<file path="config.mk">
export PLATFORM = sky130hd
export DESIGN_NAME = ebwsg_bus_if
export DESIGN_NICKNAME = d
export VERILOG_FILES = /design/src/common/ebwsg_pkg.sv /design/src/hw/ebwsg_wait_select.sv /design/src/hw/ebwsg_bus_if.sv
export SDC_FILE = /design/constraint.sdc
export NUM_CORES = 1
export LEC_CHECK = 0
export ABC_AREA = 1
export CAP_MARGIN = 20
export CORE_UTILIZATION = 40
export CTS_CLUSTER_DIAMETER = 60
export DETAILED_ROUTE_END_ITERATION = 10
export DONT_BUFFER_PORTS = 1
export SYNTH_ARGS = -nofsm -noshare
export SYNTH_HDL_FRONTEND = slang
export SYNTH_HIERARCHICAL = 1
export SYNTH_SLANG_ARGS = --single-unit
</file>
<file path="constraint.sdc">
create_clock -name sys_clk -period 1.8 [get_ports sys_clk]
set_input_delay 0.18 -clock sys_clk [delete_from_list [all_inputs] [get_ports sys_clk]]
set_output_delay 0.18 -clock sys_clk [all_outputs]
set_load 0.02 [all_outputs]
</file>
<file path="src/common/ebwsg_pkg.sv">
// Constants, types and helpers shared by the external bus wait-state generator
package ebwsg_pkg;

	// Register byte offsets on the AHB-Lite slave
	localparam logic [7:0] EBWSG_OFS_CONFIG = 8'h00;
	localparam logic [7:0] EBWSG_OFS_MULT   = 8'h04;
	localparam logic [7:0] EBWSG_OFS_STATUS = 8'h08;

	// Reset values; every field starts at seven waits, its largest value, with the doubler off
	localparam logic [15:0] EBWSG_CONFIG_RST = 16'h7FFF;
	localparam logic [15:0] EBWSG_MULT_RST   = 16'h0000;

	// Field positions inside wait_state_config
	localparam int unsigned EBWSG_IO_LSB    = 12;
	localparam int unsigned EBWSG_DHI_LSB   = 9;
	localparam int unsigned EBWSG_DLO_LSB   = 6;
	localparam int unsigned EBWSG_PHI_LSB   = 3;
	localparam int unsigned EBWSG_PLO_LSB   = 0;
	localparam int unsigned EBWSG_XPA_BIT   = 15;
	localparam int unsigned EBWSG_FIELD_W   = 3;
	localparam int unsigned EBWSG_CNT_W     = 4;

	// Field position inside wait_state_multiplier_ctrl
	localparam int unsigned EBWSG_DBL_BIT   = 0;

	// Status register bit positions
	localparam int unsigned EBWSG_ST_BUSY   = 0;
	localparam int unsigned EBWSG_ST_FLAG   = 1;
	localparam int unsigned EBWSG_ST_READY  = 2;
	localparam int unsigned EBWSG_ST_MSC    = 3;
	localparam int unsigned EBWSG_ST_CNT    = 4;

	// Fewest software wait states for which the ready pin is looked at
	localparam logic [3:0] EBWSG_MIN_HW_WS = 4'h2;

	typedef enum logic [1:0] {
		EBWSG_SP_PROG,
		EBWSG_SP_DATA,
		EBWSG_SP_IO
	} ebwsg_space_t;

	function automatic logic [2:0] ebwsg_field(input logic [15:0] cfg, input int unsigned lsb);
		logic [15:0] sh;
		sh = cfg >> lsb;
		return sh[2:0];
	endfunction

endpackage

</file>
<file path="src/hw/ebwsg_wait_select.sv">
// Picks the wait-state count for an access from space, address and config
`timescale 1ns/1ps
module ebwsg_wait_select
	import ebwsg_pkg::*;
#(
	parameter bit SUPPORTS_XPA     = 1'b1,
	parameter bit SUPPORTS_DOUBLER = 1'b1
) (
	input  wire logic [15:0] cfg,
	input  wire logic        doubler,
	input  wire ebwsg_space_t space,
	input  wire logic        addr_msb,
	input  wire logic        prog_ext_msb,
	output logic      [3:0]  wait_count
);

	logic [2:0] field;
	logic       prog_hi;

	always_comb begin
		// With the extended range bit set, the page bit above the 16-bit address splits the halves
		prog_hi = (SUPPORTS_XPA && cfg[EBWSG_XPA_BIT]) ? prog_ext_msb : addr_msb; // RL15
		case (space)
			EBWSG_SP_IO: begin
				field = ebwsg_field(cfg, EBWSG_IO_LSB); // RL9 RL16
			end
			EBWSG_SP_DATA: begin
				field = addr_msb ? ebwsg_field(cfg, EBWSG_DHI_LSB) // RL10 RL16
					: ebwsg_field(cfg, EBWSG_DLO_LSB); // RL11
			end
			EBWSG_SP_PROG: begin
				field = prog_hi ? ebwsg_field(cfg, EBWSG_PHI_LSB) // RL12 RL16
					: ebwsg_field(cfg, EBWSG_PLO_LSB); // RL13
			end
			default: begin
				field = 3'h0;
			end
		endcase
		if (SUPPORTS_DOUBLER && doubler) begin
			wait_count = {field, 1'b0}; // RL14
		end else begin
			wait_count = {1'b0, field}; // RL8
		end
	end

endmodule

</file>
<file path="src/hw/ebwsg_bus_if.sv">
// External bus strobe, direction, wait-state and flag logic with AHB-Lite registers
//
// Our own choices: the placing of the registers and the AHB-Lite register port.
`timescale 1ns/1ps
// Functional notes
// RL1 - I/O strobe low only during I/O access
// RL2 - Direction high, low only during writes
// RL3 - Ready low stalls one cycle, resample
// RL4 - Ready looked at only after two+ waits
// RL5 - Microstate low first wait to last wait
// RL6 - Microstate looped to ready adds one wait
// RL7 - Flag set, cleared by clear or load
// RL8 - Field value gives zero to seven waits
// RL9 - Bits 14:12 govern all I/O space
// RL10 - Bits 11:9 govern upper data half
// RL11 - Bits 8:6 govern lower data half
// RL12 - Bits 5:3 govern upper program half
// RL13 - Bits 2:0 govern lower program half
// RL14 - Doubler bit doubles every wait count
// RL15 - Top bit picks program field ranges
// RL16 - Two halves per memory space, one I/O
// RL17 - Slow device holds ready low until done
// RL18 - Count chosen at access start, counted down
module ebwsg_bus_if
	import ebwsg_pkg::*;
#(
	parameter bit SUPPORTS_XPA     = 1'b1,
	parameter bit SUPPORTS_DOUBLER = 1'b1
) (
	input  wire logic        sys_clk,
	input  wire logic        rstn,
	input  wire logic        ce,
	input  wire logic        hsel,
	input  wire logic [31:0] haddr,
	input  wire logic [1:0]  htrans,
	input  wire logic        hwrite,
	input  wire logic [2:0]  hsize,
	input  wire logic [31:0] hwdata,
	input  wire logic        hready,
	output logic             hreadyout,
	output logic      [31:0] hrdata,
	output logic             hresp,
	input  wire logic        acc_req,
	input  wire ebwsg_space_t acc_space,
	input  wire logic [15:0] acc_addr,
	input  wire logic        acc_prog_ext_msb,
	input  wire logic        acc_write,
	input  wire logic [15:0] acc_wdata,
	output logic             acc_busy,
	output logic             acc_done,
	output logic      [15:0] acc_rdata,
	input  wire logic        set_status_bit_instr,
	input  wire logic        clear_status_bit_instr,
	input  wire logic        status_register_one_load,
	output logic      [15:0] ext_addr,
	output logic      [15:0] ext_data_out,
	output logic             ext_data_oe,
	input  wire logic [15:0] ext_data_in,
	output logic             io_space_strobe_n,
	output logic             prog_strobe_n,
	output logic             data_strobe_n,
	output logic             read_write_n,
	input  wire logic        ready_in,
	output logic             microstate_done_out,
	output logic             latched_flag_out
);

	typedef enum logic [1:0] {
		ST_IDLE,
		ST_ACCESS,
		ST_WAIT,
		ST_HWAIT
	} ebwsg_state_t;

	ebwsg_state_t state;
	logic [15:0]  wait_state_config;
	logic [15:0]  wait_state_multiplier_ctrl;
	logic [3:0]   sel_count;
	logic [3:0]   ws_total;
	logic [3:0]   cnt;
	logic         write_q;
	logic         ready_s1;
	logic         ready_s2;
	logic [15:0]  data_s1;
	logic [15:0]  data_s2;
	logic         finish;
	logic         start;
	logic         ap_take;
	logic         dp_write;
	logic [7:0]   dp_addr;
	logic [15:0]  status_word;

	ebwsg_wait_select #(
		.SUPPORTS_XPA     (SUPPORTS_XPA),
		.SUPPORTS_DOUBLER (SUPPORTS_DOUBLER)
	) u_select (
		.cfg          (wait_state_config),
		.doubler      (wait_state_multiplier_ctrl[EBWSG_DBL_BIT]),
		.space        (acc_space),
		.addr_msb     (acc_addr[15]),
		.prog_ext_msb (acc_prog_ext_msb),
		.wait_count   (sel_count)
	);

	// Pins from the far side pass two flops before anything looks at them
	always_ff @(posedge sys_clk) begin
		if (!rstn) begin
			ready_s1 <= 1'b1;
			ready_s2 <= 1'b1;
			data_s1  <= 16'h0000;
			data_s2  <= 16'h0000;
		end else if (ce) begin
			ready_s1 <= ready_in;
			ready_s2 <= ready_s1;
			data_s1  <= ext_data_in;
			data_s2  <= data_s1;
		end
	end
	assign acc_busy = (state != ST_IDLE);
	assign start    = ce && (state == ST_IDLE) && acc_req;

	always_comb begin
		finish = 1'b0;
		if (ce) begin
			case (state)
				ST_ACCESS: begin
					finish = (ws_total == 4'h0);
				end
				ST_WAIT: begin
					finish = (cnt == 4'h1) && (ws_total < EBWSG_MIN_HW_WS); // RL4
				end
				ST_HWAIT: begin
					finish = ready_s2; // RL3 RL17
				end
				default: begin
					finish = 1'b0;
				end
			endcase
		end
	end

	// Access sequencer
	always_ff @(posedge sys_clk) begin
		if (!rstn) begin
			state    <= ST_IDLE;
			ws_total <= 4'h0;
			cnt      <= 4'h0;
		end else if (ce) begin
			case (state)
				ST_IDLE: begin
					if (acc_req) begin
						state    <= ST_ACCESS;
						ws_total <= sel_count; // RL18 RL8
					end
				end
				ST_ACCESS: begin
					if (ws_total == 4'h0) begin
						state <= ST_IDLE;
					end else begin
						state <= ST_WAIT;
						cnt   <= ws_total; // RL18
					end
				end
				ST_WAIT: begin
					if (cnt == 4'h1) begin
						// Ready is only checked once the software waits have run out
						state <= (ws_total >= EBWSG_MIN_HW_WS) ? ST_HWAIT : ST_IDLE; // RL4
					end
					cnt <= cnt - 4'h1; // RL18
				end
				ST_HWAIT: begin
					if (ready_s2) begin
						state <= ST_IDLE; // RL3
					end
				end
				default: begin
					state <= ST_IDLE;
				end
			endcase
		end
	end

	// External pins, held from the access start until its finish
	always_ff @(posedge sys_clk) begin
		if (!rstn) begin
			io_space_strobe_n <= 1'b1;
			prog_strobe_n     <= 1'b1;
			data_strobe_n     <= 1'b1;
			read_write_n      <= 1'b1;
			ext_addr          <= 16'h0000;
			ext_data_out      <= 16'h0000;
			ext_data_oe       <= 1'b0;
			write_q           <= 1'b0;
		end else if (start) begin
			io_space_strobe_n <= (acc_space != EBWSG_SP_IO); // RL1
			prog_strobe_n     <= (acc_space != EBWSG_SP_PROG);
			data_strobe_n     <= (acc_space != EBWSG_SP_DATA);
			read_write_n      <= !acc_write; // RL2
			ext_addr          <= acc_addr;
			ext_data_out      <= acc_wdata;
			ext_data_oe       <= acc_write;
			write_q           <= acc_write;
		end else if (finish) begin
			io_space_strobe_n <= 1'b1; // RL1
			prog_strobe_n     <= 1'b1;
			data_strobe_n     <= 1'b1;
			read_write_n      <= 1'b1; // RL2
			ext_data_oe       <= 1'b0;
		end
	end

	// Microstate output: low from the first software wait until the last one begins
	always_ff @(posedge sys_clk) begin
		if (!rstn) begin
			microstate_done_out <= 1'b1;
		end else if (ce) begin
			if (state == ST_ACCESS && ws_total >= EBWSG_MIN_HW_WS) begin
				microstate_done_out <= 1'b0; // RL5
			end else if (state == ST_WAIT && cnt == 4'h2) begin
				microstate_done_out <= 1'b1; // RL5 RL6
			end
		end
	end

	// Result to the core; read data is taken from the synchronised bus
	always_ff @(posedge sys_clk) begin
		if (!rstn) begin
			acc_done  <= 1'b0;
			acc_rdata <= 16'h0000;
		end else if (ce) begin
			acc_done <= finish;
			if (finish && !write_q) begin
				acc_rdata <= data_s2;
			end
		end
	end

	// Latched flag; a set in the same cycle as a clear wins
	always_ff @(posedge sys_clk) begin
		if (!rstn) begin
			latched_flag_out <= 1'b0;
		end else if (ce) begin
			if (set_status_bit_instr) begin
				latched_flag_out <= 1'b1; // RL7
			end else if (clear_status_bit_instr || status_register_one_load) begin
				latched_flag_out <= 1'b0; // RL7
			end
		end
	end

	// AHB-Lite slave: no wait states while enabled, stalls while frozen
	assign hreadyout = ce;
	assign hresp     = 1'b0;
	assign ap_take   = ce && hsel && htrans[1] && hready;
	always_comb begin
		status_word = 16'h0000;
		status_word[EBWSG_ST_BUSY]  = acc_busy;
		status_word[EBWSG_ST_FLAG]  = latched_flag_out;
		status_word[EBWSG_ST_READY] = ready_s2;
		status_word[EBWSG_ST_MSC]   = microstate_done_out;
		status_word[EBWSG_ST_CNT +: EBWSG_CNT_W] = cnt;
	end
	always_ff @(posedge sys_clk) begin
		if (!rstn) begin
			dp_write <= 1'b0;
			dp_addr  <= 8'h00;
			hrdata   <= 32'h0000_0000;
		end else if (ce) begin
			dp_write <= ap_take && hwrite;
			if (ap_take) begin
				dp_addr <= haddr[7:0];
			end
			// Read data is fetched in the address phase, so a read just after a write sees the old value
			if (ap_take && !hwrite) begin
				case (haddr[7:0])
					EBWSG_OFS_CONFIG: hrdata <= {16'h0000, wait_state_config};
					EBWSG_OFS_MULT:   hrdata <= {16'h0000, wait_state_multiplier_ctrl};
					EBWSG_OFS_STATUS: hrdata <= {16'h0000, status_word};
					default:          hrdata <= 32'h0000_0000;
				endcase
			end
		end
	end

	// Reserved bits are never stored and read back as zero
	always_ff @(posedge sys_clk) begin
		if (!rstn) begin
			wait_state_config          <= EBWSG_CONFIG_RST;
			wait_state_multiplier_ctrl <= EBWSG_MULT_RST;
		end else if (ce && dp_write) begin
			if (dp_addr == EBWSG_OFS_CONFIG) begin
				wait_state_config <= hwdata[15:0];
				wait_state_config[EBWSG_XPA_BIT] <= SUPPORTS_XPA && hwdata[EBWSG_XPA_BIT]; // RL15
			end
			if (dp_addr == EBWSG_OFS_MULT) begin
				wait_state_multiplier_ctrl <= 16'h0000;
				wait_state_multiplier_ctrl[EBWSG_DBL_BIT] <=
					SUPPORTS_DOUBLER && hwdata[EBWSG_DBL_BIT]; // RL14
			end
		end
	end
endmodule

</file>
; After elaboration in Yosys (flattened, before gate mapping)
; Cells that the tools add are included.
[word_totals]
reg_bits = 159
latch_bits = 0
ramBits = 0
romBits = 0
inputBits = 132
output_inout_bits = 91
elab_cells = 107
n_memories = 0
[classes]
n_addsub = 1
n_mul = 0
n_div = 0
n_lt_le_gt_ge = 2
eq_ne = 16
shifts = 0
n_mux = 27
n_bitwise = 0
n_reduce_logical = 37
[ops]
columns = operator, n
row1 = $pmux 16 s3, 1
row2 = $eq 8x3->1 const B, 2
row3 = $logic_not 8->1, 2
row4 = $reduce_and 2->1, 7
row5 = $mux 1, 13
row6 = $logic_and 1x1->1, 12
row7 = $reduce_bool 2->1, 6
row8 = $mux 2, 5
row9 = $ne 2x2->1 const B, 5
row10 = $pmux 3 s3, 1
row11 = $eq 8x4->1 const B, 1
row12 = $mux 4, 2
row13 = $pmux 2 s4, 1
row14 = $pmux 4 s2, 1
row15 = $eq 2x2->1 const B, 3
row16 = $mux 3, 2
row17 = $reduce_and 3->1, 2
row18 = $eq 2x1->1 const B, 2
row19 = $eq 4x1->1 const B, 1
row20 = $eq 4x2->1 const B, 1
row21 = $ge 4x2->1 const B, 1
row22 = $logic_not 2->1, 2
row23 = $logic_not 4->1, 1
row24 = $lt 4x2->1 const B, 1
row25 = 6 further kinds, 8

; Depth between registers and ports, before layout
; Gate-level depths: netlist of the first run.
[logic_depth]
depth_word = 6
mapped_depth = 11
depth_no_buf = 10

; Hierarchy
; The synthesis of the first run kept the hierarchy.
[by_module_without_submodules]
columns = mod, n_inst, cells_each, area_each_um2, seq_area_each_um2
row1 = ebwsg_bus_if, 1, 774, 5746.8, 2862.7
row2 = ebwsg_wait_select, 1, 56, 227.7, 0.0

; Least setup slack after synthesis of the first run
; No wires, ideal clock.
[synth_path]
kind = reg2reg
startpoint = reg cnt[1]
endpoint = reg acc_rdata[10]
setup_ns = 0.113
t_arrival_ns = 1.182
t_required_ns = 1.687
slack_ns = 0.505
stages_incl_launch_ff = 11
path_buffers = 1
period_less_slack_ns = 1.295
cell_sequence = dfxtp_1 > inv_1 > ha_1 > inv_1 > nor2_1 > nand2_1 > nand2_2 > nand3_4 > buf_4 > nor2_1 > nor2_1
[synth_via]
elab_chain_len = 6
[synth_rtl]
columns = item, line
row1 = start: declaration, ebwsg_bus_if.sv:80  ; logic [3:0] cnt;
row2 = start signal: assignment, ebwsg_bus_if.sv:161  ; cnt <= ws_total;
row3 = start signal: assignment, ebwsg_bus_if.sv:169  ; cnt <= cnt - 4'h1;
row4 = $eq 4x1->1, ebwsg_bus_if.sv:130  ; finish = (cnt == 4'h1) && (ws_total < EBWSG_MIN_HW_WS);
row5 = $logic_and 1x1->1, ebwsg_bus_if.sv:130
row6 = $pmux 1 s3, ebwsg_bus_if.sv:125  ; case (state)
row7 = $mux 1, ebwsg_bus_if.sv:124  ; if (ce) begin
row8 = $logic_and 1x1->1, ebwsg_bus_if.sv:232  ; if (finish && !write_q) begin
row9 = $reduce_and 2->1 (no line), -
row10 = end signal: assignment, ebwsg_bus_if.sv:233  ; acc_rdata <= data_s2;
row11 = end: declaration, ebwsg_bus_if.sv:51  ; output logic [15:0] acc_rdata,
; No other way between the ends.
; A chain may end at the register's enable or synchronous reset.

==> results of run 1 <==
## final cells by class
cell class,count,area [um2],area share (%)
Clock inverter,14,240,3.15
Timing Repair Buffer,106,1080,14.2
Clock buffer,18,429,5.63
Tap cell,184,230,3.02
Inverter,65,246,3.23
Sequential cell,143,2860,37.5
Multi-Input combinational cell,579,2540,33.3
## final timing paths
check,startpoint,endpoint,cells after the start
setup / recovery,data_s1[14]$_SDFFE_PN0P_,data_s1[14]$_SDFFE_PN0P_,4
hold / removal,hsel,dp_addr[1]$_SDFFE_PN0P_,2
setup reg to reg,data_s1[14]$_SDFFE_PN0P_,data_s1[14]$_SDFFE_PN0P_,4
hold reg to reg,dp_addr[0]$_SDFFE_PN0P_,dp_addr[0]$_SDFFE_PN0P_,2
## through the flow
step	setup TNS, ns	instances	hold WS (ns)
after global routing	-0.0122	1109	0.0577
after global placement	0	979	0.266
after CTS	0	1109	0.0238
after floorplan	0	846	0.293
after detailed placement	0	979	0.270
final	0	1109	0.0490
## placed cells by master (no fill, tap or decap), drive strengths merged, types with 3 or more instances in the layout
cell type,count
ha,3
inv,65
o21ai,97
nand2,159
bufinv,6
nor2,196
a21oi,44
clkinv,6
clkbuf,18
dfxtp,143
dlygate4sd3,96
conb,17
nand3,57
buf,10
## report_power, final
group	switching, uW	internal, uW	leakage [uW]	total (uW)
Sequential	236	3350	0.00117	3590
Clock	1350	2600	0.000320	3950
Combinational	459	344	0.00197	803
Total	2050	6300	0.00346	8340
## worst register-to-register path: cells and delay by family, from the launching register on
kind	cells	cell delay [ns]
buffers and inverters	2	1.12
flip-flops	1	0.31
AO/OA/AOI/OAI	1	0.12
AND/OR/NAND/NOR	1	0.04
## timing repair
item | CTS | global route
hold buffers | 98 | 0
resized for setup | 0 | 4
endpoints found under the setup margin | 0 | 5
endpoints found under the hold margin | 127 | 0
## cells in the mapped netlist
| cell | n | area (um2) |
|---|---|---|
| ha_1 | 3 | 37.5 |
| a31oi_1 | 1 | 6.26 |
| a21oi_1 | 44 | 220 |
| nor2_4 | 3 | 33.8 |
| buf_8 | 1 | 15.0 |
| nand3_1 | 56 | 280 |
| buf_6 | 8 | 90.1 |
| nand2_2 | 3 | 18.8 |
| o211ai_1 | 1 | 7.51 |
| nand4_4 | 1 | 21.3 |
| nand3_4 | 1 | 17.5 |
| nor2_1 | 192 | 721 |
| nor2_2 | 1 | 6.26 |
| dfxtp_1 | 143 | 2860 |
| nand2_1 | 156 | 586 |
| o21ai_0 | 97 | 485 |
| nor3_1 | 1 | 5.00 |
| clkbuf_1 | 14 | 52.6 |
| inv_1 | 60 | 225 |
| nor3_2 | 1 | 10.0 |
| buf_1 | 1 | 3.75 |
| and2_1 | 1 | 6.26 |
| inv_2 | 5 | 18.8 |
| buf_2 | 9 | 45.0 |
| buf_4 | 26 | 195 |
| conb_1 | 1 | 3.75 |
## registers in the layout, indices dropped and copies added, names as in the netlist, 8 cells and up
signal and flops:
acc_rdata 16, data_s1 16, data_s2 16, ext_addr 16, ext_data_out 16, hrdata 16
wait_state_config 16, dp_addr 8
## routing by layer
metal  routed length, um  vias to the layer above
met5                   0                        -
met4                 142                        0
met3                1060                       12
met2                7420                      167
met1                6700                     2375
li1                    -                     2745
## logic make-up (layout without fill, tap and decap cells)
group,count (synthesis),count (layout),share of synthesized area [%]
AO/OA/AOI/OAI,143,143,12.0
adder cells (fa/ha/maj),3,3,0.628
AND/OR/NAND/NOR,416,416,28.5
buffers and inverters,124,203,10.8
other,1,17,0.0628
flip-flops,143,143,47.9
==> results.md, run 1 <==
* Status: finished, final reports clean
* Final Skew at 0.00668 ns
* WS Path Type: flip-flop to flip-flop
* Total grt overflow at 0
* Max cap viols at 0
* Crit. End Element: flip-flop
* Final wirelength at 15,300 um
* CP arrival at 2.00 ns
* Drt wl/cell at 13.8 um
* Ant diodes at 0
* Post-DP HPWL at 8950 um
* Die height at 124 um
* Max Freq at 586 MHz
* Synthesis Warnings at 6
* Antenna violations before repair at 0
* Tot Pwr at 8340 uW
* Area after DPL at 0.00594 mm2
* Critical path cell sequence: o21ai_0 -> dlygate4sd3_1 -> nor2_1 -> dlygate4sd3_1
* Vias at 5,299
* Clk slew on worst S/H paths at 0.06 ns
* CP bufs+invs at 2
* Htree depth at 4
* Seq/Total Area, Yosys at 47.9%
* Inserted Clock Buffers at 17
* Met1 Use GR at 24.7%
* Worst skew pair latency at 0.41 ns
* I/O Buffers at 0
* Syn Std Cell Area at 0.00597 mm2
* Worst path top cell family by delay: buffers and inverters
* FF-to-FF setup slack at 0.09 ns
* Largest net degree at the start of global routing at 103
* Antenna-violating nets left at 0
* Final Core Density at 52.5%
* Die ar. at 0.0154 mm2
* Vias per cell at 4.78
* Drt first-iter violations at 292
* TritonCTS Sinks at 143
* Syn Inst Count at 830
* IO Pins at 223
* Width of the die at 124 um
* Total Routing Usage GR at 20.2%
* Starting Density at 41.1%
* Yosys reg bits at 143
* Residual DRC at 0
* Post-CTS Setup Inserts at 0
* Share of layout cells above drive strength 1 at 6.05%
* Setup ws final at 0.0938 ns
* Fin crit share at 94.8%
* Startpoint class of the critical path: flip-flop
* CP required at 2.10 ns
* Area grow syn2layout at 27.7%
* Unrepaired setup endpoints after global routing: yes
* Tmin final at 1.71 ns
* Worst vdd ir at 788 uV
* Fillcell total at 1,402
* Met3 GRT Util at 6.42%
* First-pass GRT wire length at 25,100 um
* GR peak layer: met2
* Vias in the first global route at 5,049
* Root buffer cell: clkbuf_16
* Hold crit path type: input pin to flip-flop
* Slowest-stage cell, CP: dlygate4sd3_1
* Final-report setup violation count at 0
* Power per cell area at 1090 mW/mm2
* Core area at 0.0145 mm2
* Critical path's most frequent cell: dlygate4sd3_1
* Standard-cell row count at 44
* Finished Cell Area at 0.00763 mm2
* Final #Nets at 1,047
* Worst slack, placed at 0.118 ns
* Final hold vios at 0
* Leakage at 0.00346 uW
* Clock buffer depth at 2
* DRT Pass-1 Iters at 4
* Crit path largest cell delay at 0.57 ns
* Yosys cell types at 26
* CTS tree: built
* Critical path peak fanout at 2
* Met2 usage in global routing at 33.2%
* Routability cong. at 0.837
* Avg Cell Area, Syn at 7.20 um2
* Slew Limit Fails at 0
No activity file was read; power rests on OpenSTA's default activity.
==> inputs of run 2 (changes only) <==
==> constraint.sdc (replaced) <==
create_clock -name sys_clk -period 1.77 [get_ports sys_clk]
set_input_delay 0.177 -clock sys_clk [delete_from_list [all_inputs] [get_ports sys_clk]]
set_output_delay 0.177 -clock sys_clk [all_outputs]
set_load 0.01 [all_outputs]
==> results.md, run 2 (synthesized netlist as in run 1, its figures left out) <==
* Status: complete, but fails checks
* Failing checks: negative hold slack
* Area grow syn2layout at 26.2%
* Clock buffer depth at 2
* Critical path's most frequent cell: dlygate4sd3_1
* Hold Slack at -0.00685 ns
* Htree depth at 4
* Standard-cell row count at 44
* Post-route insts no fill at 1,108
* Max cap viols at 0
* I/O Buffers at 0
* Antenna violations before repair at 0
* Most common cell after layout, fill and taps aside: nor2_1
* Hold EP: prog_strobe_n$_SDFFE_PN1P_
* Startpoint class of the critical path: flip-flop
* Final #Nets at 1,048
* Worst slack, placed at 0.0867 ns
* Cells after DPL at 980
* Total grt overflow at 0
* Routability cong. at 0.844
* Worst path top cell family by delay: buffers and inverters
* Final hold vios at 1
* Final-report setup violation count at 0
* FF-to-FF setup slack at 0.03 ns
* Die ar. at 0.0154 mm2
* Hold path cells at 4
* CP startpoint: dp_addr[5]$_SDFFE_PN0P_
* DRT Pass-1 Iters at 5
* Hold Path Origin: acc_space[1]
* Leakage at 0.00342 uW
* CP bufs+invs at 2
* Core area at 0.0145 mm2
* Area after DPL at 0.00594 mm2
* CTS tree: built
* Slowest-stage cell, CP: dlygate4sd3_1
* Vias per cell at 4.85
* Drt first-iter violations at 258
* Slew Limit Fails at 0
* Fin crit share at 98.3%
* Antenna-violating nets left at 0
* Crit. End Element: flip-flop
* Setup ws final at 0.0307 ns
* Fillcell total at 1,418
* Worst vdd ir at 671 uV
* Reg-to-reg endpoint: dp_addr[5]$_SDFFE_PN0P_
* Residual DRC at 0
* Finished Cell Area at 0.00754 mm2
* Reg2reg start: dp_addr[5]$_SDFFE_PN0P_
* CP arrival at 2.03 ns
* Root buffer cell: clkbuf_16
* Final Skew at 0.00835 ns
* TritonCTS Sinks at 143
* Power per cell area at 1050 mW/mm2
* CP Depth at 4
* Hold crit path type: input pin to flip-flop
* IO Pins at 223
* Vias at 5,375
* Critical path peak fanout at 2
* Commonest non-fill, non-tap cells in the layout: nor2_1 (192), nand2_1 (156), dfxtp_1 (143)
* Post-DP HPWL at 9010 um
* Unrepaired setup endpoints after global routing: yes
* Worst r2r path cells at 4
* Worst skew pair latency at 0.41 ns
* Inserted Clock Buffers at 17
* Die height at 124 um
* Final wirelength at 15,300 um
* Critical path cell sequence: o21ai_0 -> dlygate4sd3_1 -> a21oi_1 -> dlygate4sd3_1
* First-pass GRT wire length at 23,800 um
* WS Path Type: flip-flop to flip-flop
* Max Freq at 575 MHz
* Drt wl/cell at 13.8 um
* Tmin final at 1.74 ns
* Share of layout cells above drive strength 1 at 6.49%
* CP required at 2.06 ns
* Total Routing Usage GR at 19.0%
* Width of the die at 124 um
* Starting Density at 41.1%
* Final Core Density at 51.9%
* Crit path largest cell delay at 0.57 ns
* Vias in the first global route at 4,836
* Clk slew on worst S/H paths at 0.06 ns
* Ant diodes at 0
* Largest net degree at the start of global routing at 122
==> run 2: changes by cell type in the layout (fill, tap and decap cells not counted), sizes merged <==
cell | before | now
bufinv | 6 | 3
buf | 10 | 12
clkinv | 6 | 8
clkinvlp | 2 | 1
dlygate4sd3 | 96 | 95
==> run 2: tightest hold or removal path, stage by stage <==
cell and delay [ns]:
inv_1 0.03, nand3_1 0.07, nand2_1 0.05, nand3_1 0.05
==> run 2: where the power goes <==
| part | total, uW | internal (uW) | switching, uW |
|---|---|---|---|
| Combinational | 791 | 342 | 449 |
| Sequential | 3570 | 3410 | 161 |
| Clock | 3560 | 2220 | 1340 |
==> run 2: worst max-delay path by stage <==
stage               slack [ns]                                end
floorplan                 0.47         acc_rdata[10]$_SDFFE_PN0P_
global placement          0.09         data_strobe_n$_SDFFE_PN1P_
detailed placement        0.09     io_space_strobe_n$_SDFFE_PN1P_
CTS                       0.05  wait_state_config[0]$_SDFFE_PN1P_
global route             -0.05            dp_addr[3]$_SDFFE_PN0P_
finish                    0.03            dp_addr[5]$_SDFFE_PN0P_
==> run 2: per-stage QoR <==
stage	TNS [ns]	hold WS (ns)	power, uW
6_report	0	-0.00685	7920
5_1_grt	-0.103	0.0159	8280
4_1_cts	0	-0.145	7890
3_5_place_dp	0	0.267	4190
3_3_place_gp	0	0.264	4180
2_1_floorplan	0	0.290	4150
==> run 2: layout make-up <==
type | instances | area (um2) | share of cell area (%)
clock buffer | 18 | 439 | 5.82
clock inverter | 12 | 145 | 1.92
inverter | 65 | 246 | 3.27
multi-input combinational | 579 | 2540 | 33.7
sequential | 143 | 2860 | 38.0
tap | 184 | 230 | 3.05
timing repair buffer | 107 | 1080 | 14.3
==> run 2: metal layers <==
metal / global-route usage (%) / share of wire, % / wire [um] / vias to the layer above
met5: 0 / 0 / 0 / -
met2: 30.3 / 48 / 7310 / 151
met1: 23.9 / 45 / 6870 / 2449
met4: 7.94 / 1.8 / 280 / 0
met3: 5.78 / 5.8 / 885 / 19
li1: - / - / - / 2756
==> run 2: what timing repair did <==
action,in CTS,in global routing
buffers inserted,0,1
resized for setup,0,9
hold buffers,59,37
endpoints found under the setup margin,0,9
endpoints found under the hold margin,126,107
